[config.mk]
export PLATFORM = sky130hd
export DESIGN_NAME = asram_host
export DESIGN_NICKNAME = d
export VERILOG_FILES = /design/src/design/asram_pkg.sv /design/src/design/asram_host.sv
export SDC_FILE = /design/constraint.sdc
export NUM_CORES = 1
export LEC_CHECK = 0
export BUFFER_PORTS_ARGS = -buffer_cell sky130_fd_sc_hd__buf_4
export CAP_MARGIN = 15
export CORE_MARGIN = 8
export CORE_UTILIZATION = 56
export DETAILED_ROUTE_END_ITERATION = 16
export GPL_ROUTABILITY_DRIVEN = 0
export PLACE_DENSITY = 0.94
export SYNTH_ARGS = -nofsm -noshare
export SYNTH_HDL_FRONTEND = slang
export SYNTH_SLANG_ARGS = --single-unit
[constraint.sdc]
create_clock -name clk_i -period 10 [get_ports clk_i]
set_input_delay 1.5 -clock clk_i [delete_from_list [all_inputs] [get_ports clk_i]]
set_output_delay 1.5 -clock clk_i [all_outputs]
set_load 0.02 [all_outputs]
[src/design/asram_pkg.sv]
// Constants for the host controller of an asynchronous 128K x 16 static memory.
`default_nettype none
package asram_pkg;
  localparam int          CLK_PERIOD_NS     = 100;
  localparam int          ADDR_W            = 17;
  localparam int          DATA_W            = 16;
  localparam int          READ_CYCLE_NS     = 45;
  localparam int          READ_ACCESS_NS    = 45;
  localparam int          WRITE_PULSE_NS    = 35;
  localparam int          WRITE_CYCLE_NS    = 45;
  localparam int          WRITE_DATA_SETUP_NS = 25;
  localparam int          WRITE_LOW_TO_FLOAT_NS = 18;
  localparam int          FLOAT_NS          = 18;
  localparam int          RECOVERY_NS       = 45;
  localparam int          CNT_W             = 4;
  // Cycles are rounded up so every minimum is met even at the slowest corner.
  localparam logic [CNT_W-1:0] READ_CYC  =
    CNT_W'((READ_ACCESS_NS + CLK_PERIOD_NS - 1) / CLK_PERIOD_NS);
  localparam int          WR_MIN_NS =
    (WRITE_PULSE_NS > WRITE_LOW_TO_FLOAT_NS + WRITE_DATA_SETUP_NS) ?
    WRITE_PULSE_NS : WRITE_LOW_TO_FLOAT_NS + WRITE_DATA_SETUP_NS;
  localparam logic [CNT_W-1:0] WRITE_CYC =
    CNT_W'((WR_MIN_NS + CLK_PERIOD_NS - 1) / CLK_PERIOD_NS);
  localparam logic [CNT_W-1:0] FLOAT_CYC =
    CNT_W'((FLOAT_NS + CLK_PERIOD_NS - 1) / CLK_PERIOD_NS);
  localparam logic [CNT_W-1:0] RECOVERY_CYC =
    CNT_W'((RECOVERY_NS + CLK_PERIOD_NS - 1) / CLK_PERIOD_NS);
  localparam logic [CNT_W-1:0] CNT_ONE = 4'h1;
  typedef enum logic [2:0] {
    ASRAM_RECOVER = 3'h0,
    ASRAM_IDLE    = 3'h1,
    ASRAM_READ    = 3'h2,
    ASRAM_WRITE   = 3'h3,
    ASRAM_TURN    = 3'h4
  } asram_state_t;
endpackage : asram_pkg
`default_nettype wire

[src/design/asram_host.sv]
// Clocked host that sequences the strobes of an asynchronous static memory.
`default_nettype none
module asram_host (
  input  wire logic                          clk_i,
  input  wire logic                          reset_i,
  input  wire logic                          req_valid_i,
  output logic                               req_ready_o,
  input  wire logic                          req_write_i,
  input  wire logic [asram_pkg::ADDR_W-1:0]  req_addr_i,
  input  wire logic [asram_pkg::DATA_W-1:0]  req_wdata_i,
  input  wire logic [1:0]                    req_lanes_i,
  input  wire logic                          retain_i,
  output logic                               rsp_valid_o,
  output logic [asram_pkg::DATA_W-1:0]       rsp_rdata_o,
  output logic [asram_pkg::ADDR_W-1:0]       mem_addr_o,
  output logic                               chip_select_n_o,
  output logic                               write_strobe_n_o,
  output logic                               output_drive_n_o,
  output logic                               upper_lane_select_n_o,
  output logic                               lower_lane_select_n_o,
  input  wire logic [asram_pkg::DATA_W-1:0]  mem_data_i,
  output logic [asram_pkg::DATA_W-1:0]       mem_data_o,
  output logic                               mem_data_oe_o
);
  // Each register has a next_ twin; the state machine process computes all but the synchroniser twins.
  asram_pkg::asram_state_t                state;
  asram_pkg::asram_state_t                next_state;
  logic [asram_pkg::CNT_W-1:0]            cnt;
  logic [asram_pkg::CNT_W-1:0]            next_cnt;
  logic [asram_pkg::ADDR_W-1:0]           next_addr;
  logic [asram_pkg::DATA_W-1:0]           wdata;
  logic [asram_pkg::DATA_W-1:0]           next_wdata;
  logic [1:0]                             lanes_n;
  logic [1:0]                             next_lanes_n;
  // Registered strobes, so the memory only ever sees clean edges.
  logic                                   cs_n;
  logic                                   next_cs_n;
  logic                                   we_n;
  logic                                   next_we_n;
  logic                                   oe_n;
  logic                                   next_oe_n;
  logic                                   doe;
  logic                                   next_doe;
  // Response registers; the read data holds until the next read answer.
  logic                                   rvalid;
  logic                                   next_rvalid;
  logic [asram_pkg::DATA_W-1:0]           rdata;
  logic [asram_pkg::DATA_W-1:0]           next_rdata;
  // Three-stage synchroniser for the data pins.
  logic [asram_pkg::DATA_W-1:0]           sync1;
  logic [asram_pkg::DATA_W-1:0]           sync2;
  logic [asram_pkg::DATA_W-1:0]           sync3;
  logic [asram_pkg::DATA_W-1:0]           next_sync1;
  logic [asram_pkg::DATA_W-1:0]           next_sync2;
  logic [asram_pkg::DATA_W-1:0]           next_sync3;
  logic                                   sync_same;

  // Read data is asynchronous to our clock, so it passes three flops per bit.
  // Only the second stage reads the first, so a metastable first stage stays contained.
  always_comb begin
    next_sync1 = mem_data_i;
    next_sync2 = sync1;
    next_sync3 = sync2;
  end

  always_ff @(posedge clk_i or posedge reset_i) begin
    if (reset_i) begin
      sync1 <= 16'h0000;
      sync2 <= 16'h0000;
      sync3 <= 16'h0000;
    end else begin
      sync1 <= next_sync1;
      sync2 <= next_sync2;
      sync3 <= next_sync3;
    end
  end

  // A word counts as settled once the last two stages agree.
  // Data that never settles stalls the read, which a static memory cannot cause.
  assign sync_same = (sync2 == sync3);

  // A request is taken only in idle, and never while retention is requested.
  assign req_ready_o = (state == asram_pkg::ASRAM_IDLE) && !retain_i;

  // One state machine sequences every strobe of the memory.
  always_comb begin
    next_state   = state;
    next_cnt     = cnt;
    next_addr    = mem_addr_o;
    next_wdata   = wdata;
    next_lanes_n = lanes_n;
    next_cs_n    = cs_n;
    next_we_n    = we_n;
    next_oe_n    = oe_n;
    next_doe     = doe;
    next_rvalid  = 1'b0;
    next_rdata   = rdata;
    case (state)
      asram_pkg::ASRAM_RECOVER: begin
        // Accesses wait out the recovery time after reset or retention.
        next_cs_n = 1'b1;
        if (retain_i) begin
          next_cnt = asram_pkg::RECOVERY_CYC;
        end else if (cnt <= asram_pkg::CNT_ONE) begin
          next_state = asram_pkg::ASRAM_IDLE;
        end else begin
          next_cnt = cnt - asram_pkg::CNT_ONE;
        end
      end
      asram_pkg::ASRAM_IDLE: begin
        // Retention takes chip select high first, then waits out the recovery time.
        if (retain_i) begin
          next_state = asram_pkg::ASRAM_RECOVER;
          next_cnt   = asram_pkg::RECOVERY_CYC;
        // A request that selects no lane would move no data, so it is left waiting.
        end else if (req_valid_i && req_lanes_i != 2'h0) begin
          // Address and lanes go out together with the strobes.
          next_addr    = req_addr_i;
          next_lanes_n = ~req_lanes_i;
          next_cs_n    = 1'b0;
          if (req_write_i) begin
            // Output drive stays high and data is driven from write start.
            next_we_n  = 1'b0;
            next_oe_n  = 1'b1;
            next_doe   = 1'b1;
            next_wdata = req_wdata_i;
            // The count covers the strobe pulse, the float delay and data set-up.
            next_cnt   = asram_pkg::WRITE_CYC;
            next_state = asram_pkg::ASRAM_WRITE;
          end else begin
            next_oe_n  = 1'b0;
            // Extra cycles cover the three-flop capture of read data.
            next_cnt   = asram_pkg::READ_CYC + 4'h3;
            next_state = asram_pkg::ASRAM_READ;
          end
        end
      end
      asram_pkg::ASRAM_READ: begin
        if (cnt > asram_pkg::CNT_ONE) begin
          next_cnt = cnt - asram_pkg::CNT_ONE;
        end else if (sync_same) begin
          // Capture waits for agreement, so a byte still in flight is never returned.
          // Bytes of lanes that were not selected read as zero.
          next_rdata   = sync3 & {{8{~lanes_n[1]}}, {8{~lanes_n[0]}}};
          next_rvalid  = 1'b1;
          next_cs_n    = 1'b1;
          next_oe_n    = 1'b1;
          next_lanes_n = 2'h3;
          next_cnt     = asram_pkg::FLOAT_CYC;
          next_state   = asram_pkg::ASRAM_TURN;
        end
      end
      asram_pkg::ASRAM_WRITE: begin
        if (cnt <= asram_pkg::CNT_ONE) begin
          // All strobes rise together; data and address hold through this edge.
          next_we_n    = 1'b1;
          next_cs_n    = 1'b1;
          next_lanes_n = 2'h3;
          next_cnt     = asram_pkg::CNT_ONE;
          next_state   = asram_pkg::ASRAM_TURN;
        end else begin
          next_cnt = cnt - asram_pkg::CNT_ONE;
        end
      end
      asram_pkg::ASRAM_TURN: begin
        // Gap between accesses keeps each cycle at least its minimum length.
        // Data drive drops one cycle after the strobes, so every lane keeps its hold.
        next_doe = 1'b0;
        if (cnt <= asram_pkg::CNT_ONE) begin
          next_state = asram_pkg::ASRAM_IDLE;
        end else begin
          next_cnt = cnt - asram_pkg::CNT_ONE;
        end
      end
      default: begin
        // An illegal state falls back to a full recovery rather than guessing.
        next_state = asram_pkg::ASRAM_RECOVER;
        next_cnt   = asram_pkg::RECOVERY_CYC;
      end
    endcase
  end

  // Every pin leaves a flop, so the memory sees edges one clock apart.
  always_ff @(posedge clk_i or posedge reset_i) begin
    if (reset_i) begin
      state      <= asram_pkg::ASRAM_RECOVER;
      cnt        <= asram_pkg::RECOVERY_CYC;
      mem_addr_o <= 17'h00000;
      wdata      <= 16'h0000;
      lanes_n    <= 2'h3;
      cs_n       <= 1'b1;
      we_n       <= 1'b1;
      oe_n       <= 1'b1;
      doe        <= 1'b0;
      rvalid     <= 1'b0;
      rdata      <= 16'h0000;
    end else begin
      state      <= next_state;
      cnt        <= next_cnt;
      mem_addr_o <= next_addr;
      wdata      <= next_wdata;
      lanes_n    <= next_lanes_n;
      cs_n       <= next_cs_n;
      we_n       <= next_we_n;
      oe_n       <= next_oe_n;
      doe        <= next_doe;
      rvalid     <= next_rvalid;
      rdata      <= next_rdata;
    end
  end

  // Pins mirror the registers directly; no logic sits between flop and pad.
  assign chip_select_n_o       = cs_n;
  assign write_strobe_n_o      = we_n;
  assign output_drive_n_o      = oe_n;
  assign upper_lane_select_n_o = lanes_n[1];
  assign lower_lane_select_n_o = lanes_n[0];
  assign mem_data_o            = wdata;
  assign mem_data_oe_o         = doe;
  assign rsp_valid_o           = rvalid;
  assign rsp_rdata_o           = rdata;
endmodule : asram_host
`default_nettype wire

# Yosys cells after proc, flatten, opt, wreduce, memory -nomap -nowiden
# Cells that the tools add are included.
[op_classes]
n_addsub = 1
n_lt_le_gt_ge = 2
n_eq_ne = 14
n_mux = 45
bitwise_logic = 6
reduce_logical = 20
[ops]
columns = ["cell", "count"]
rows = [
  ["2-to-1 mux 4 bit", 7],
  ["2-to-1 mux 3 bit", 8],
  ["case mux 4 bit (5 select lines)", 1],
  ["2-to-1 mux 1 bit", 18],
  ["AND 16 bit", 1],
  ["equality test 16 bit", 1],
  ["case mux 3 bit (5 select lines)", 1],
  ["AND reduction 5 bit", 3],
  ["inequality test 2 bit (second input constant)", 6],
  ["AND reduction 6 bit", 2],
  ["2-to-1 mux 2 bit", 5],
  ["AND reduction 4 bit", 2],
  ["nonzero test 2 bit", 4],
  ["equality test 3 x 2 -> 1 bit (second input constant)", 2],
  ["case mux 1 bit (2 select lines)", 3],
  ["case mux 2 bit (3 select lines)", 1],
  ["AND reduction 3 bit", 2],
  ["greater-than comparator 4 x 1 -> 1 bit (second input constant)", 1],
  ["less-or-equal comparator 4 x 1 -> 1 bit (second input constant)", 1],
  ["NOT 1 bit", 4],
  ["case mux 1 bit (4 select lines)", 1],
  ["nonzero test 4 bit", 1],
  ["subtractor 4 x 1 -> 4 bit (second input constant)", 1],
  ["equality test 3 x 1 -> 1 bit (second input constant)", 1],
  ["10 further kinds", 11],
]
[totals]
regBits = 111
inputBits = 56
output_inout_bits = 57
wordCells = 102

# Longest topological paths before layout
[logic_depth]
depth_word = 5
ltp_mapped = 10

# Worst setup path after synthesis
# Ideal clock, no wire load.
[synth_timing]
path_kind = "input to output"
startpoint = "input retain_i"
endpoint = "output req_ready_o"
t_arrival_ns = 2.032
required_time_ns = 8.500
setup_slack_ns = 6.468
stages = 1
path_cell_list = "nor3_1"
[synth_between]
elab_chain_cells = 2
[synth_rtl]
columns = ["item", "line_no", "source"]
rows = [
  ["start: declaration", "asram_host.sv:12", "input wire logic retain_i,"],
  ["logical NOT 1 bit", "asram_host.sv:83", "assign req_ready_o = (state == asram_pkg::ASRAM_IDLE) && !retain_i;"],
  ["logical AND 1 bit", "asram_host.sv:83", ""],
  ["end: declaration", "asram_host.sv:7", "output logic req_ready_o,"],
]
# Every way passes these cells.

# Final worst setup path
# Same ends and word-level chain as after synthesis.

==> out/results.tsv <==
stage	metric	value	unit
timing	final setup vio count	0	
setup_path	CP Max Fanout	6	
route	DRC viols	0	
placement	placed insts	498	
final_layout	Antenna Cells	0	
global_routing	Overflow after GRT	0	
timing	Pins Over Slew Limit	0	
timing	crit share post-route	0.364	
timing	Setup TNS Final	0	ns
clock_tree	CTS tree	built	
pwr	Total Power	1.39	mW
timing	Worst Tran Pin Value	1.06	ns
setup_path	critical path, cell by cell	buf_4 > nor3_1 > buf_4	
setup_path	Buf+Inv Stages, Crit Path	2	
placement	HPWL Detailed	6.90	mm
logic_synthesis	Synth Instances	295	
hold_path	worst min path class	register to register	
global_routing	GRT Total Usage	0.188	
logic_synthesis	Post-synth EDFFs	0	
timing	Max Clk Rate	275	MHz
setup_path	Setup Crit Path Kind	input pin to primary output	
timing	unrepaired setup endpoints after global routing	no	
global_routing	first-pass GRT wire length	15.1	mm
pwr	peak supply drop	200	uV
setup_path	Worst EP required	8.50	ns
job	Max Cap Violations	0	
pwr	PwrDens	259	mW/mm^2
global_routing	largest net degree at the start of global routing	72	
clock_tree	Post-CTS Resized	0	
floorplan	FP Rows	31	
logic_synthesis	ys async rst share	1.00	
setup_path	Worst EP arrival	2.14	ns
clock_tree	worst skew pair latency	0.36	ns
logic_synthesis	synth cell count leaders	dfrtp_1 (105), mux2_2 (41), nor2b_1 (17)	
placement	worst slack at placement	6.37	ns
route	initial detailed-routing violation count	145	
clock_tree	hold_buf cts	0	
logic_synthesis	Synth top area share	0.620	
floorplan	num ports	113	
timing	Tmin final	3.64	ns
logic_synthesis	Synth area leader	dfrtp_1	
global_routing	vias in the first global route	3070	
placement	placed cell area	0.00517	sq mm
timing	Slew HR	0.292	
final_layout	fin util	0.733	
setup_path	CP Launch Type	input pin	
setup_path	Crit. End Element	primary output	
route	final wirelength	9.31	mm
clock_tree	Worst-path clk slew	0.09	ns
logic_synthesis	sequential share of the synthesized area	0.658	
logic_synthesis	Syn Std Cell Area	0.00424	sq mm
final_layout	Layout area overhead	26.2	%
route	vias	2712	
route	Antenna Violating Nets Remaining	0	
floorplan	die area	0.0106	sq mm
logic_synthesis	post-synth cell types	35	
logic_synthesis	Synthesis Warnings	0	
timing	crit path setup slack, layout	6.36	ns
placement	Buffers on Ports	112	
floorplan	Die X	103	microns
pwr	leakage power	2.52	nW
setup_path	Max stage delay on crit path	0.29	ns
logic_synthesis	Avg Inst Size Synth	14.4	sq um
setup_path	crit-path leading delay family	buffers and inverters	
setup_path	Crit-path slowest cell	nor3_1	
route	DR vias/cell	5.28	
timing	Final Hold Viols	0	
timing	Fin Hold WS	0.356	ns
clock_tree	htree depth	3	
logic_synthesis	Synth Flop Type	dfrtp_1	
route	DR pass1 iterations	4	
floorplan	Die Y-Extent	103	microns
final_layout	post-route cell area	0.00534	sq mm
clock_tree	CTS Buf Count	9	
floorplan	CORE AREA	0.00729	sq mm
timing	Layout Skew	0.0120	ns
setup_path	CP most frequent cell	buf_4	
floorplan	Starting Density	0.581	
final_layout	Layout Cells excl Fill	514	
status	outcome	finished, final reports clean	
clock_tree	Sink Count	111	
final_layout	nets	469	
logic_synthesis	most frequent cell after synthesis	dfrtp_1	
global_routing	initial antenna violation count	0	
logic_synthesis	top cells by area, synth	dfrtp_1 (62%), mux2_2 (11%), dfstp_2 (3.7%)	
final_layout	layout cells sized above 1	0.455	
logic_synthesis	syn_nets	354	
clock_tree	Root Buffer	clkbuf_8	
clock_tree	# Post-CTS Setup Buffers	0	
logic_synthesis	register bit total from synthesis	111	
clock_tree	clk buf depth	2	
route	Wirelength per Cell	18.1	microns
-- per-layer routing --
metal | wire length (microns) | up-vias | GRT usage
li1 | - | 1244 | -
met1 | 3570 | 1365 | 0.212
met2 | 5000 | 87 | 0.326
met3 | 561 | 16 | 0.0506
met4 | 174 | 0 | 0.0812
met5 | 0 | - | 0
-- registers in the layout, indices dropped and copies added (netlist names), 2 cells and up --
register / count
mem_data_o: 16
next_sync3: 16
cnt: 4
next_sync2: 16
rsp_rdata_o: 16
sync3: 16
lanes_n: 2
mem_addr_o: 17
state: 3
-- worst paths after layout --
check / start / to / slack [ns] / cells past startpoint
hold reg to reg: next_sync2[4]$_DFF_PP0_ / next_sync3[4]$_DFF_PP0_ / 0.36 / 0
hold / removal: next_sync2[4]$_DFF_PP0_ / next_sync3[4]$_DFF_PP0_ / 0.36 / 0
setup / recovery: retain_i / req_ready_o / 6.36 / 3
min in group asynchronous: reset_i / rsp_rdata_o[3]$_DFFE_PP0P_ / 1.17 / 2
setup reg to reg: cnt[1]$_DFFE_PP0P_ / rsp_rdata_o[8]$_DFFE_PP0P_ / 6.93 / 7
max in group asynchronous: reset_i / cnt[1]$_DFFE_PP0P_ / 7.57 / 3
-- final cells by class --
type | instances | area [sq um]
fill | 516 | 1950
sequential | 111 | 2790
tap | 99 | 124
clock buffer | 10 | 128
clock inverter | 6 | 50.0
multi-input combinational | 166 | 1370
timing repair buffer | 114 | 856
inverter | 8 | 32.5
-- logic make-up after synthesis --
kind of cell             count (synthesis)  share of synthesized area
AND/OR/NAND/NOR                         62                     0.0848
adder cells (fa/ha/maj)                  3                    0.00886
flip-flops                             111                      0.658
buffers and inverters                   18                     0.0227
multiplexers                            51                      0.142
AO/OA/AOI/OAI                           34                     0.0508
XOR/XNOR                                16                     0.0331
-- report_power, final --
group | switching [mW] | total [mW] | internal [mW]
Clock | 0.152 | 0.247 | 0.0950
Combinational | 0.265 | 0.497 | 0.231
Sequential | 0.0876 | 0.643 | 0.556
-- cell usage in the layout (no fill, tap or decap), drive strengths merged --
master,netlist,routed
buf,6,114
dfrtp,105,105
mux2,49,49
nor2b,17,17
xnor2,16,16
inv,8,12
nor2,11,11
clkbuf,4,10
a21oi,9,9
nand2,9,9
o21ai,7,7
dfstp,6,6
nand2b,4,4
nand3,4,4
nor3,4,4
nand4,4,4
a31oi,4,4
a2bb2oi,3,3
nand3b,3,3
o211ai,3,3
ha,3,3
nor4,2,2
a22oi,2,2
or3,2,2
o21a,2,2
o31ai,2,2
mux2i,2,2
or2,1,1
nor3b,1,1
a211oi,1,1
a22o,1,1
clkinvlp,0,1
clkinv,0,1
(Power assumes the default switching activity.)
